[config.mk]
export PLATFORM = sky130hd
export DESIGN_NAME = ttm_timer_two
export DESIGN_NICKNAME = d
export VERILOG_FILES = /design/src/hw/ttm_pkg.sv /design/src/hw/ttm_fall_det.sv /design/src/hw/ttm_timer_two.sv
export SDC_FILE = /design/constraint.sdc
export NUM_CORES = 1
export LEC_CHECK = 0
export ABC_AREA = 1
export BUFFER_PORTS_ARGS = -buffer_cell sky130_fd_sc_hd__buf_2
export CAP_MARGIN = 20
export CORE_MARGIN = 5
export CORE_UTILIZATION = 45
export DETAILED_ROUTE_END_ITERATION = 7
export HOLD_SLACK_MARGIN = 0.1
export PLACE_DENSITY = 0.64
export SLEW_MARGIN = 20
export SYNTH_ARGS = -nofsm -noshare
export SYNTH_HDL_FRONTEND = slang
export SYNTH_SLANG_ARGS = --single-unit
[constraint.sdc]
create_clock -name ref_clk -period 3.05 [get_ports ref_clk]
set_clock_uncertainty 0.05 [all_clocks]
set_input_delay 0.4575 -clock ref_clk [delete_from_list [all_inputs] [get_ports ref_clk]]
set_output_delay 0.4575 -clock ref_clk [all_outputs]
set_load 0.05 [all_outputs]
[src/hw/ttm_pkg.sv]
/*
  ttm_pkg: register offsets, field positions, reset values and
  timing counts for the timer-two mode and control block.
  assumes an 8-bit special-function register port on ref_clk.
*/
package ttm_pkg;
  // register addresses
  localparam logic [7:0] CTRL_ADDR = 8'hC8;
  localparam logic [7:0] MODE_ADDR = 8'hC9;
  localparam logic [7:0] CAPL_ADDR = 8'hCA;
  localparam logic [7:0] CAPH_ADDR = 8'hCB;
  localparam logic [7:0] CNTL_ADDR = 8'hCC;
  localparam logic [7:0] CNTH_ADDR = 8'hCD;
  // control fields
  localparam int CTRL_OVF_FLAG   = 7;
  localparam int CTRL_EXT_FLAG   = 6;
  localparam int CTRL_RX_SEL     = 5;
  localparam int CTRL_TX_SEL     = 4;
  localparam int CTRL_TRIG_EN    = 3;
  localparam int CTRL_RUN        = 2;
  localparam int CTRL_SRC        = 1;
  localparam int CTRL_CAPSEL     = 0;
  // mode fields
  localparam int MODE_OUT_EN     = 1;
  localparam int MODE_DOWN_EN    = 0;
  // reset values
  localparam logic [7:0] CTRL_RESET   = 8'h00;
  localparam logic [1:0] MODE_RESET   = 2'h0;
  localparam logic [15:0] CNT_RESET   = 16'h0000;
  localparam logic [15:0] CNT_TOP     = 16'hFFFF;
  // machine-cycle divider: osc/12 or osc/6
  localparam int CYC_12CLK = 12;
  localparam int CYC_6CLK  = 6;
  // baud-generator divider: osc/2 in 12-clock, osc in 6-clock
  localparam int BAUD_12CLK = 2;
  localparam int BAUD_6CLK  = 1;
  localparam logic [3:0] DIV_12 = 4'(CYC_12CLK - 1);
  localparam logic [3:0] DIV_6  = 4'(CYC_6CLK - 1);
  localparam logic [3:0] BDIV_12 = 4'(BAUD_12CLK - 1);
  localparam logic [3:0] BDIV_6  = 4'(BAUD_6CLK - 1);
  // pin edge detector states
  typedef enum logic [1:0] {
    EDGE_IDLE = 2'b00,
    EDGE_HIGH = 2'b01,
    EDGE_LOW  = 2'b10
  } ttm_edge_t;
endpackage

[src/hw/ttm_fall_det.sv]
/*
  ttm_fall_det: synchronises one pin and flags a high-to-low change
  seen between two sampling enables.
  assumes pin levels are synchronous to ref_clk.
*/
`timescale 1ns/1ps
module ttm_fall_det
(
  // clock and reset
  input  wire logic ref_clk,
  input  wire logic srst,
  // sampling
  input  wire logic sample_en,
  input  wire logic pin_in,
  // result
  output logic      level,
  output logic      fall
);
  logic                 sync1_reg;
  logic                 sync2_reg;
  ttm_pkg::ttm_edge_t   state_reg;
  ttm_pkg::ttm_edge_t   state_next;
  logic                 fall_next;

  always_ff @(posedge ref_clk)
  begin
    if (srst)
    begin
      sync1_reg <= 1'b1;
      sync2_reg <= 1'b1;
    end
    else
    begin
      sync1_reg <= pin_in;
      sync2_reg <= sync1_reg;
    end
  end

  always_comb
  begin
    state_next = state_reg;
    fall_next  = 1'b0;
    if (sample_en)
    begin
      case (state_reg)
        ttm_pkg::EDGE_IDLE: state_next = sync2_reg ? ttm_pkg::EDGE_HIGH : ttm_pkg::EDGE_LOW;
        ttm_pkg::EDGE_HIGH:
        begin
          if (!sync2_reg)
          begin
            state_next = ttm_pkg::EDGE_LOW;
            fall_next  = 1'b1;
          end
        end
        ttm_pkg::EDGE_LOW: state_next = sync2_reg ? ttm_pkg::EDGE_HIGH : ttm_pkg::EDGE_LOW;
        default: state_next = ttm_pkg::EDGE_IDLE;
      endcase
    end
  end

  always_ff @(posedge ref_clk)
  begin
    if (srst)
    begin
      state_reg <= ttm_pkg::EDGE_IDLE;
      fall      <= 1'b0;
    end
    else
    begin
      state_reg <= state_next;
      fall      <= fall_next;
    end
  end

  assign level = sync2_reg;
endmodule

[src/hw/ttm_timer_two.sv]
/*
  ttm_timer_two: timer two control and mode logic with counter,
  capture/reload and serial baud clock selection.
  assumes a one-cycle strobed register port and pins on ref_clk.
*/
// How it works
// - receive-select 1 routes this overflow to serial receive clock, else other timer
// - transmit-select 1 routes this overflow to serial transmit clock, else other timer
// - trigger enabled, not baud mode and not up/down mode: trigger fall causes capture or reload
// - trigger enable 0: trigger pin falls cause nothing; the pin level still sets the up/down direction
// - run field 1 counts, 0 stops; software sets it separately
// - source 0 counts internal machine cycles, osc/12 or osc/6; osc/2 or osc in baud mode
// - source 1 counts falling edges of the count pin
// - capture select with trigger enable copies count on trigger fall
// - capture select clear reloads on overflow, and on trigger fall if enabled
// - any serial clock select forces reload on overflow, capture ignored
// - mode bit 0 enables up/down counting
// - up/down: trigger high counts up, low counts down
// - mode bits 7 to 2 read as zero; only bits 1 and 0 hold state
// - mode register at 0C9H, low two bits reset to zero
`timescale 1ns/1ps
module ttm_timer_two
(
  // clock and reset
  input  wire logic        ref_clk,
  input  wire logic        srst,
  input  wire logic        six_clock_mode,
  // register port
  input  wire logic [7:0]  reg_addr,
  input  wire logic [7:0]  reg_wdata,
  input  wire logic        reg_wr,
  input  wire logic        reg_rd,
  output logic      [7:0]  reg_rdata,
  // pins
  input  wire logic        trigger_pin,
  input  wire logic        count_input_pin,
  // serial port baud clocks
  input  wire logic        other_timer_ovf,
  output logic             rx_baud_tick,
  output logic             tx_baud_tick,
  // status
  output logic             output_enable,
  output logic             overflow_pulse
);
  logic [7:0]  ctrl_reg;
  logic [1:0]  mode_reg;
  logic [15:0] cap_reg;
  logic [15:0] cnt_reg;
  logic [15:0] cnt_next;
  logic [3:0]  div_reg;
  logic [7:0]  rdata_next;
  logic        ovf_reg;
  logic        ovf_flag_next;
  logic        ext_flag_next;
  logic        trig_level;
  logic        trig_fall;
  logic        cnt_fall;

  // register decode
  wire wr_ctrl = reg_wr && (reg_addr == ttm_pkg::CTRL_ADDR);
  wire wr_mode = reg_wr && (reg_addr == ttm_pkg::MODE_ADDR);
  wire wr_capl = reg_wr && (reg_addr == ttm_pkg::CAPL_ADDR);
  wire wr_caph = reg_wr && (reg_addr == ttm_pkg::CAPH_ADDR);
  wire wr_cntl = reg_wr && (reg_addr == ttm_pkg::CNTL_ADDR);
  wire wr_cnth = reg_wr && (reg_addr == ttm_pkg::CNTH_ADDR);

  // control fields
  wire rx_sel   = ctrl_reg[ttm_pkg::CTRL_RX_SEL];
  wire tx_sel   = ctrl_reg[ttm_pkg::CTRL_TX_SEL];
  wire trig_en  = ctrl_reg[ttm_pkg::CTRL_TRIG_EN];
  wire run      = ctrl_reg[ttm_pkg::CTRL_RUN];
  wire src_ext  = ctrl_reg[ttm_pkg::CTRL_SRC];
  wire cap_sel  = ctrl_reg[ttm_pkg::CTRL_CAPSEL];
  wire down_en  = mode_reg[ttm_pkg::MODE_DOWN_EN];
  wire baud_mode = rx_sel || tx_sel;

  // internal clock enable divider
  wire [3:0] div_top = baud_mode ? (six_clock_mode ? ttm_pkg::BDIV_6 : ttm_pkg::BDIV_12)
                                 : (six_clock_mode ? ttm_pkg::DIV_6 : ttm_pkg::DIV_12);
  wire       int_tick = (div_reg >= div_top);

  always_ff @(posedge ref_clk)
  begin
    if (srst || int_tick)
      div_reg <= 4'h0;
    else
      div_reg <= div_reg + 4'h1;
  end

  ttm_fall_det u_trig
  (
    .ref_clk   (ref_clk),
    .srst      (srst),
    .sample_en (int_tick),
    .pin_in    (trigger_pin),
    .level     (trig_level),
    .fall      (trig_fall)
  );

  ttm_fall_det u_cnt
  (
    .ref_clk   (ref_clk),
    .srst      (srst),
    .sample_en (int_tick),
    .pin_in    (count_input_pin),
    .level     (),
    .fall      (cnt_fall)
  );

  wire step = run && (src_ext ? cnt_fall : int_tick);

  wire updown   = down_en && !baud_mode;
  wire count_dn = updown && !trig_level;
  wire hit_top  = (cnt_reg == ttm_pkg::CNT_TOP);
  wire hit_low  = (cnt_reg == cap_reg);
  wire wrap     = step && (count_dn ? hit_low : hit_top);

  // no trigger capture or reload in baud mode; trigger fall still sets the flag
  wire trig_evt = trig_en && trig_fall && !updown;
  wire trig_act = trig_evt && !baud_mode;
  // capture select ignored in baud mode
  wire do_cap   = trig_act && cap_sel;
  // reload on overflow or trigger fall
  wire do_rld   = (wrap && (!cap_sel || baud_mode) && !count_dn) || (trig_act && !cap_sel);

  assign cnt_next = (wrap && count_dn) ? ttm_pkg::CNT_TOP
                  : do_rld ? cap_reg
                  : step ? (count_dn ? cnt_reg - 16'h0001 : cnt_reg + 16'h0001)
                  : cnt_reg;

  // flags: set wins over software clear
  assign ovf_flag_next = (wrap && !baud_mode)
                       || (wr_ctrl ? reg_wdata[ttm_pkg::CTRL_OVF_FLAG] : ctrl_reg[ttm_pkg::CTRL_OVF_FLAG]);
  wire   ext_cur       = wr_ctrl ? reg_wdata[ttm_pkg::CTRL_EXT_FLAG] : ctrl_reg[ttm_pkg::CTRL_EXT_FLAG];
  assign ext_flag_next = trig_evt || (updown && wrap ? !ext_cur : ext_cur);

  always_ff @(posedge ref_clk)
  begin
    if (srst)
      ctrl_reg <= ttm_pkg::CTRL_RESET;
    else
      ctrl_reg <= {ovf_flag_next, ext_flag_next,
                   wr_ctrl ? reg_wdata[5:0] : ctrl_reg[5:0]};
  end

  // mode register, two bits reset to zero
  always_ff @(posedge ref_clk)
  begin
    if (srst)
      mode_reg <= ttm_pkg::MODE_RESET;
    else if (wr_mode)
      mode_reg <= reg_wdata[1:0];
  end

  always_ff @(posedge ref_clk)
  begin
    if (srst)
      cap_reg <= ttm_pkg::CNT_RESET;
    else if (do_cap)
      cap_reg <= cnt_reg;
    else
      cap_reg <= {wr_caph ? reg_wdata : cap_reg[15:8], wr_capl ? reg_wdata : cap_reg[7:0]};
  end

  always_ff @(posedge ref_clk)
  begin
    if (srst)
      cnt_reg <= ttm_pkg::CNT_RESET;
    else if (wr_cntl || wr_cnth)
      cnt_reg <= {wr_cnth ? reg_wdata : cnt_reg[15:8], wr_cntl ? reg_wdata : cnt_reg[7:0]};
    else
      cnt_reg <= cnt_next;
  end

  always_ff @(posedge ref_clk)
  begin
    if (srst)
      ovf_reg <= 1'b0;
    else
      ovf_reg <= wrap;
  end

  // read mux
  // reserved mode bits read as zero
  always_comb
  begin
    case (reg_addr)
      ttm_pkg::CTRL_ADDR: rdata_next = ctrl_reg;
      ttm_pkg::MODE_ADDR: rdata_next = {6'h00, mode_reg};
      ttm_pkg::CAPL_ADDR: rdata_next = cap_reg[7:0];
      ttm_pkg::CAPH_ADDR: rdata_next = cap_reg[15:8];
      ttm_pkg::CNTL_ADDR: rdata_next = cnt_reg[7:0];
      ttm_pkg::CNTH_ADDR: rdata_next = cnt_reg[15:8];
      default:            rdata_next = 8'h00;
    endcase
  end

  always_ff @(posedge ref_clk)
  begin
    if (srst)
      reg_rdata <= 8'h00;
    else if (reg_rd)
      reg_rdata <= rdata_next;
    else
      reg_rdata <= 8'h00;
  end

  assign rx_baud_tick = rx_sel ? ovf_reg : other_timer_ovf;
  assign tx_baud_tick = tx_sel ? ovf_reg : other_timer_ovf;

  assign output_enable  = mode_reg[ttm_pkg::MODE_OUT_EN];
  assign overflow_pulse = ovf_reg;
endmodule

Yosys cells after proc, flatten, opt, wreduce, memory -nomap -nowiden
Index checks and enable logic that the tools add are counted.
{"block": "classes", "n_shift": 0, "eq_ne": 16, "div_mod_pow": 0, "magnitude_cmp": 1, "n_reduce_logical": 47, "mul": 0, "add_sub_neg": 3, "n_mux": 29, "n_bitwise": 4}
{"operator": "$mux W16", "count": 6}
{"operator": "$eq A8 B8 Y1 const B", "count": 6}
{"operator": "$pmux W8 S6", "count": 1}
{"operator": "$mux W8", "count": 4}
{"operator": "$logic_and A1 B1 Y1", "count": 20}
{"operator": "$add A16 B1 Y16 const B", "count": 1}
{"operator": "$eq A16 B16 Y1", "count": 1}
{"operator": "$eq A16 B16 Y1 const B", "count": 1}
{"operator": "$sub A16 B1 Y16 const B", "count": 1}
{"operator": "$mux W1", "count": 10}
{"operator": "$mux W2", "count": 4}
{"operator": "$mux W4", "count": 2}
{"operator": "$ne A2 B2 Y1 const B", "count": 4}
{"operator": "$pmux W2 S2", "count": 2}
{"operator": "$reduce_and A2 Y1", "count": 4}
{"operator": "$logic_or A1 B1 Y1", "count": 7}
{"operator": "$logic_not A1 Y1", "count": 6}
{"operator": "$reduce_or A2 Y1", "count": 3}
{"operator": "$reduce_or A3 Y1", "count": 2}
{"operator": "$add A4 B1 Y4 const B", "count": 1}
{"operator": "$eq A2 B1 Y1 const B", "count": 2}
{"operator": "$eq A2 B2 Y1 const B", "count": 2}
{"operator": "$ge A4 B4 Y1", "count": 1}
{"operator": "$logic_not A2 Y1", "count": 2}
{"operator": "other kinds (3)", "count": 7}
{"block": "word_totals", "mem_bits_rw": 0, "ff_bits": 65, "out_inout_bits": 12, "wordCells": 118, "mem_count": 0, "mem_bits_ro": 0, "latchBits": 0, "input_bits": 24}

Logic depth before layout (Yosys ltp)
Gate-level depths: netlist of run 1.
{"block": "depth", "depth_word": 12, "ltp_mapped": 19, "depth_no_buf": 17}

Modules after synthesis
From an unflattened synthesis of run 1, not the netlist that was laid out.
{"block": "unflattened", "cells_unflattened": 722, "area_unflattened_um2": 4596.9}
{"module": "ttm_timer_two", "instances": 1, "area_each_um2": 4244.1, "seq_area_each_um2": 1101.1, "cells_each": 684}
{"module": "ttm_fall_det", "instances": 2, "area_each_um2": 176.4, "seq_area_each_um2": 100.1, "cells_each": 19}

Worst setup path before layout of run 1
OpenSTA, ideal clock, no wires.
{"block": "synth_path", "path_type": "register -> register", "startpoint": "register ctrl_reg[4]", "endpoint": "register cnt_reg[6]", "path_slack_ns": 0.311, "synth_period_minus_slack_ns": 2.739, "arrival_time_ns": 2.573, "path_buffers": 2, "path_stages_with_launch": 19, "setup_ns": 0.116, "cell_sequence": "dfxtp_1 -> nor2_4 -> buf_6 -> inv_1 -> or2_2 -> ha_1 -> inv_1 -> nor2_1 -> nor2_1 -> o21a_1 -> nand2_1 -> o21ai_0 -> inv_1 -> nand3_4 -> nand3_4 -> nand2_4 -> buf_6 -> nor2_1 -> a21oi_2"}
{"block": "synth_via", "elab_chain_cells": 12, "word_cells_on_any_way": 27}
{"element": "from (decl)", "line": "ttm_timer_two.sv:45", "rtl": "logic [7:0] ctrl_reg;"}
{"element": "from (signal assigned)", "line": "ttm_timer_two.sv:140", "rtl": "ctrl_reg <= ttm_pkg::CTRL_RESET;"}
{"element": "from (signal assigned)", "line": "ttm_timer_two.sv:142", "rtl": "ctrl_reg <= {ovf_flag_next, ext_flag_next,"}
{"element": "$logic_or A1 B1 Y1 *", "line": "ttm_timer_two.sv:75", "rtl": "wire baud_mode = rx_sel || tx_sel;"}
{"element": "$mux W4 or $logic_not A1 Y1 (tied branches)", "line": "ttm_timer_two.sv:78, ttm_timer_two.sv:112, ttm_timer_two.sv:120"}
{"element": "$ge A4 B4 Y1 or $logic_and A1 B1 Y1 (tied branches)", "line": "ttm_timer_two.sv:80, ttm_timer_two.sv:112"}
{"element": "$mux W1 or $logic_and A1 B1 Y1 (tied branches)", "line": "ttm_timer_two.sv:110, ttm_timer_two.sv:113"}
{"element": "$logic_and A1 B1 Y1 or $mux W1 (tied branches)", "line": "ttm_timer_two.sv:110, ttm_timer_two.sv:116"}
{"element": "$logic_and A1 B1 Y1", "line": "ttm_timer_two.sv:116", "rtl": "wire wrap = step && (count_dn ? hit_low : hit_top);"}
{"element": "$logic_and A1 B1 Y1 (2 in series)", "line": "ttm_timer_two.sv:124", "rtl": "wire do_rld = (wrap && (!cap_sel || baud_mode) && !count_dn) || (trig_act && !cap_sel);"}
{"element": "$logic_or A1 B1 Y1", "line": "ttm_timer_two.sv:124"}
{"element": "$mux W16", "line": "ttm_timer_two.sv:127", "rtl": ": do_rld ? cap_reg"}
{"element": "$mux W16", "line": "ttm_timer_two.sv:126", "rtl": "assign cnt_next = (wrap && count_dn) ? ttm_pkg::CNT_TOP"}
{"element": "$mux W16", "line": "ttm_timer_two.sv:169", "rtl": "else if (wr_cntl || wr_cnth)"}
{"element": "to (signal assigned)", "line": "ttm_timer_two.sv:168", "rtl": "cnt_reg <= ttm_pkg::CNT_RESET;"}
{"element": "to (signal assigned)", "line": "ttm_timer_two.sv:170", "rtl": "cnt_reg <= {wr_cnth ? reg_wdata : cnt_reg[15:8], wr_cntl ? reg_wdata : cnt_reg[7:0]};"}
{"element": "to (signal assigned)", "line": "ttm_timer_two.sv:172", "rtl": "cnt_reg <= cnt_next;"}
{"element": "to (decl)", "line": "ttm_timer_two.sv:48", "rtl": "logic [15:0] cnt_reg;"}
Every way passes the cells marked *; elsewhere a longest branch is shown, timed or not. The select of a mux whose other input is x is not followed.
A chain may end at the register's enable or synchronous reset.

Final worst setup path of run 1
{"block": "layout_path", "startpoint": "register ctrl_reg[5]", "endpoint": "register cnt_reg[6]"}
The elaborated chain is that of the path after synthesis.

==> metrics.txt, run 1 <==
vias per inst=5.57; Detail Route Antenna Nets=0; number of hold violations in the final report=0; die height=around 110 um; #FFs+latches synth=65; Max Slew Vio Count=0; family with the most delay on the worst path=simple AND/OR/NAND/NOR gates; Routed WL per cell=16.1 um; most common library cell in the layout ignoring fill and taps=nand2_1; status=complete, no violations; die span in x=about 110 um; Core Box Area=slightly above 0.01 mm2; n_diodes=0; vias in the first global route=between 4,000 and 5,000; Max clock buf depth=2; placement row count=37; synthesized cell area=0.00466 mm2; worst vdd ir=between 0.2 and 0.25 mV; IO Port Bufs=35; Final nets=between 800 and 900; total CTS buffers=9; critical path class=flip-flop to flip-flop; Worst-path clk slew=90 ps; WP data arrival=2980 ps; Final Setup Violations=0; CP max stage delay=370 ps; Max H-tree Level=3; Async S/R FF share, synth=0%; CP max stage cell=dfxtp_2; PnR worst setup slack=264 ps; TritonCTS clock tree=built; DRT Pass-1 Iters=7; share of layout cells above drive strength 1=between 10% and 20%; antenna violations before repair=0; worst path bufs/invs=3; total grt overflow=0; Boundary Pins=36; Final Cycle Share=just over 90%; most frequent CP cell=nand2_1; Finished Core Util=between 50% and 60%; max_cap viols=0; Worst Tran Pin Value=roughly 570 ps; clk_lat worst skew=roughly 360 ps; Routed WL=between 10,000 and 15,000 um; prevailing post-synth register cell=dfxtp_1; Period minus WS final=2790 ps; DP Wirelength=11,600 um; area grow syn2layout=12.1%; Synth Area per Inst=6.22 um2; Critical Path Sink Type=flip-flop; die area=between 0.01 and 0.015 mm2; DR DRC count=0; most frequent cells in the layout=nand2_1 (227), nor2_1 (92), inv_1 (89), dfxtp_1 (64), a21oi_1 (49); gpl congestion=1.10; number of enable flip-flop cells after synthesis=0; startpoint types=flip-flop; 1st-iter DRT viols=about 640; Max Freq=359 MHz; syn nets=roughly 800; CTS root buf=clkbuf_8; largest net degree at the start of global routing=29; cells along the critical path=nor2_4 > inv_1 > or2_2 > ha_1 > inv_1 > nor2_1 > nor2_1 > o21a_1 > nand2_1 > o21ai_0 > inv_2 > nand3_4 > nand3_4 > nand2_4 > nand2_1 > nand2_1 > a21oi_2; initial core utilization=between 40% and 50%; worst rel slew slack=61.6%; Mapped Cells=between 700 and 800; Warnings, synthesis=0; Min-Delay Path Class=primary input to flip-flop; routed vias=5,187; # fillers=~1,000; crit-path max FO=16; GRT Overall Usage=23.9%; WP data required=roughly 3200 ps; synth unique cells=38; total power divided by cell area=337 mW/mm2; pre-CTS setup slack=164 ps; Clock Sinks=between 60 and 70; cell leakage power=2.51 nW; first-pass GRT wire length=24,300 um; Hold-fix buffers, CTS=0; sequential area share after synthesis=roughly 28%
==> per-stage QoR <==
stage	total power, W	cell area (um2)	hold slack [ps]	std cells	setup TNS [ps]
2_1_floorplan	0.000968	4660	339	749	0
3_3_place_gp	0.00101	4980	345	912	0
3_5_place_dp	0.00102	4980	348	912	0
4_1_cts	0.00177	5180	227	928	0
5_1_grt	0.00183	5230	227	931	-2.62
6_report	0.00176	5230	235	931	0
==> report_power, final <==
| group | internal (W) | switching (W) | total, W |
|---|---|---|---|
| sequential | 0.000863 | 0.0000123 | 0.000875 |
| clock | 0.000383 | 0.000378 | 0.000760 |
| combinational | 0.0000440 | 0.0000838 | 0.000128 |
==> area by class of cell <==
| type | count | area [um2] | area share (%) |
|---|---|---|---|
| clock buffers | 9 | 124 | 2.37 |
| clock inverters | 7 | 76.3 | 1.46 |
| inverters | 93 | 349 | 6.68 |
| multi-input cells | 569 | 2890 | 55.3 |
| flip-flops and latches | 65 | 1300 | 24.9 |
| well taps | 136 | 170 | 3.26 |
| repair buffers | 52 | 315 | 6.03 |
==> cells by family after synthesis <==
kind of cell | after synthesis | synth area share [%]
AO/OA/AOI/OAI | 125 | 15.3
XOR/XNOR | 16 | 3.01
flip-flops | 65 | 27.9
buffers and inverters | 115 | 10.4
adder cells (fa/ha/maj) | 20 | 5.53
AND/OR/NAND/NOR | 408 | 37.9
==> layer usage <==
layer / global-route usage (%) / part of all wire [%] / vias to the layer above
met2: 38.5 / 46 / 285
met4: 7.38 / 2.9 / 0
met3: 5.05 / 10 / 48
li1: - / - / 2518
met5: 0 / 0 / -
met1: 32.1 / 41 / 2336
==> cell usage after synthesis (3+ instances only) <==
master    instances  share of area, %
a21oi_1          49               5.3
a221oi_1          8               1.5
a31oi_1          14               1.9
buf_2             5              0.54
buf_6             6               1.4
clkbuf_1         11              0.89
dfxtp_1          65                28
ha_1             19               5.1
inv_1            90               7.2
nand2_1         227                18
nand2_4           3              0.72
nand3_1          39               4.2
nand3_4           3               1.1
nand4_1          22               3.0
nor2_1           93               7.5
nor2_2            5              0.67
nor3_1            3              0.32
o21ai_0          39               4.2
o22ai_1           3              0.40
or2_2             5              0.67
xnor2_1           4              0.75
xor2_1           12               2.3
==> worst paths after layout <==
kind                 endpoint  cells past startpoint  slack [ps]        startpoint
max                cnt_reg[6]                     17         260       ctrl_reg[5]
min          u_trig.sync1_reg                      2         230       trigger_pin
max reg2reg        cnt_reg[6]                     17         260       ctrl_reg[5]
min reg2reg      u_trig.level                      1         360  u_trig.sync1_reg
==> timing repair <==
item,4_1_cts,5_1_grt
resized for setup,0,5
setup endpoints to repair,0,16
buffers inserted,0,3
endpoints found under the hold margin,0,0
==> worst register-to-register path, delay by kind of cell, from the launching register on <==
kind	cells	cell delay [ps]
AND/OR/NAND/NOR	10	1350
adder cells (fa/ha/maj)	1	300
AO/OA/AOI/OAI	3	350
buffers and inverters	3	270
flip-flops	1	370
Note: power is estimated with default switching activity, not from simulation.
==> run 2, diff against run 1 <==
Settings changed: BUFFER_PORTS_ARGS -buffer_cell sky130_fd_sc_hd__buf_2 to -buffer_cell sky130_fd_sc_hd__buf_4, SLEW_MARGIN 20 to 40.
==> metrics.txt, run 2 (synthesis gave the netlist of run 1 again) <==
setup slack, reg-to-reg=290 ps (+30 ps); quantity of gates resized following cts=0 (unchanged); register area=0.00130 mm2 (about the same); Max Slew Vio Count=0 (unchanged); CTS root buf=clkbuf_8; gpl congestion=0.939 (-15%); most frequent cells in the layout=nand2_1 (227), nor2_1 (92), inv_1 (89), dfxtp_1 (65), buf_4 (53); Critical Path Sink Type=flip-flop; Final Cycle Share=90.5% (-0.86 points); Worst-path clk slew=90 ps (about the same); area grow syn2layout=13.9%; Internal=0.00133 W (+2.9%); Final Setup Violations=0 (unchanged); die area=0.0125 mm2 (unchanged); n_diodes=0 (unchanged); Worst Setup SP=ctrl_reg[4]; net switching power of the design=0.000498 W (+5.0%); Core Box Area=0.0102 mm2 (unchanged); cell leakage power=2.53 nW (+1.1%); total CTS buffers=9 (unchanged); IO Port Bufs=35 (unchanged); RSZ-0062 raised after global routing=false; final std cells w/o fill=932 (+0.11%); most common library cell in the layout ignoring fill and taps=nand2_1; vias in the first global route=4,671 (-2.0%); total grt overflow=0 (unchanged); Flop pwr share=48.0% (-1.6 points); startpoint types=flip-flop; clk_lat worst skew=360 ps (about the same); Clock Sinks=65 (unchanged); DP Wirelength=12,200 um (+5.4%); antenna violations before repair=0 (unchanged); multi-input gate area in the final layout=0.00288 mm2 (-0.30%); vias per inst=5.49 (-1.4%); Boundary Pins=36 (unchanged); share of layout cells above drive strength 1=11.7% (-0.015 points); Max Freq=362 MHz (+0.95%); Max H-tree Level=3 (unchanged); Comb power frac=7.4% (+0.2 points); Cells after DPL=916 (+0.44%); crit-path max FO=16 (unchanged); worst vdd ir=0.313 mV (+39%); Worst Tran Pin Value=602 ps (+28.0 ps); Power, Total=0.00182 W (+3.5%); TritonCTS clock tree=built; PnR worst setup slack=290 ps (+26.3 ps); worst hold slack=220 ps (-14.2 ps); status=complete, no violations; GRT Overall Usage=25.3% (+1.4 points); number of hold violations in the final report=0 (unchanged); Sw Share=27.3% (+0.41 points); placement row count=37 (unchanged); max_cap viols=0 (unchanged); Max clock buf depth=2 (unchanged); DR DRC count=0 (unchanged); Clock power frac=44.7% (+1.6 points); DRT Pass-1 Iters=8 (+1); Final nets=835 (+0.12%); routed vias=5,121 (-1.3%); WP data required=3270 ps (+30 ps); Hold-fix buffers, CTS=0 (unchanged); initial core utilization=45.6% (unchanged); total power divided by cell area=344 mW/mm2 (+1.8%); Period minus WS final=2760 ps (-26.3 ps); Detail Route Antenna Nets=0 (unchanged); worst rel slew slack=59.7% (-1.9 points); WP data arrival=2980 ps (about the same); critical path class=flip-flop to flip-flop; reg-to-reg startpoint=ctrl_reg[4]; setup total negative slack=0 ps (unchanged); first-pass GRT wire length=25,000 um (+2.6%); largest net degree at the start of global routing=29 (unchanged); # fillers=1,093 (+4.2%); die span in x=112 um (unchanged); Min-Delay Path Class=primary input to flip-flop; die height=112 um (unchanged); Routed WL=15,700 um (+5.2%); 1st-iter DRT viols=583 (-9.3%); Routed WL per cell=16.9 um (+5.1%); Post-CTS Setup Bufs=0 (unchanged); pre-CTS setup slack=189 ps (+25.2 ps); HP Start=trigger_pin
-- run 2: cell types whose count changed in the layout (fill, tap and decap cells not counted), sizes merged --
cell	change
clkbuf	+1
clkinvlp	-1
buf	+1
-- run 2: worst max-delay path, stage by stage, from the launching register on --
cell	delay, ps
dfxtp_1	360
nor2_4	170
inv_1	80
or2_2	290
ha_1	300
inv_1	40
nor2_1	80
nor2_1	40
o21a_1	170
nand2_1	80
o21ai_1	80
inv_2	130
nand3_4	140
nand2_4	210
nand2_1	80
nand2_1	70
nand2_1	60
a21oi_1	220
-- run 2: path summary, 6_finish.rpt --
path	end	cells past startpoint
min	u_trig.sync1_reg	2
min reg2reg	u_trig.level	1
max	cnt_reg[1]	17
max reg2reg	cnt_reg[1]	17
-- run 2: cell type report --
cell class	count	share of cell area (%)
multi-input combinational	569	54.2
sequential	65	24.5
timing repair buffer	53	7.49
inverter	93	6.57
tap	136	3.20
clock buffer	10	2.59
clock inverter	6	1.41
-- run 2: through the flow --
| stage | instance area [um2] | util [%] |
|---|---|---|
| floorplan | 4660 | - |
| global placement | 5090 | 49.8 |
| detailed placement | 5090 | 49.8 |
| CTS | 5310 | 51.9 |
| global route | 5310 | 51.9 |
| finish | 5310 | 51.9 |
-- run 2: metal layers --
| layer | part of all wire [%] | track usage, % |
|---|---|---|
| met1 | 44 | 35.6 |
| met3 | 9.2 | 4.08 |
| met5 | 0 | 0 |
| met4 | 4.0 | 9.89 |
| met2 | 43 | 38.5 |
-- run 2: power by group through the flow --
stage	Combinational (W)	Clock [W]	Sequential (W)
after CTS	0.000133	0.000824	0.000875
final	0.000134	0.000815	0.000875
after floorplan	0.0000776	0	0.000891
after global routing	0.000151	0.000862	0.000877
after detailed placement	0.000133	0	0.000895
after global placement	0.000130	0	0.000894
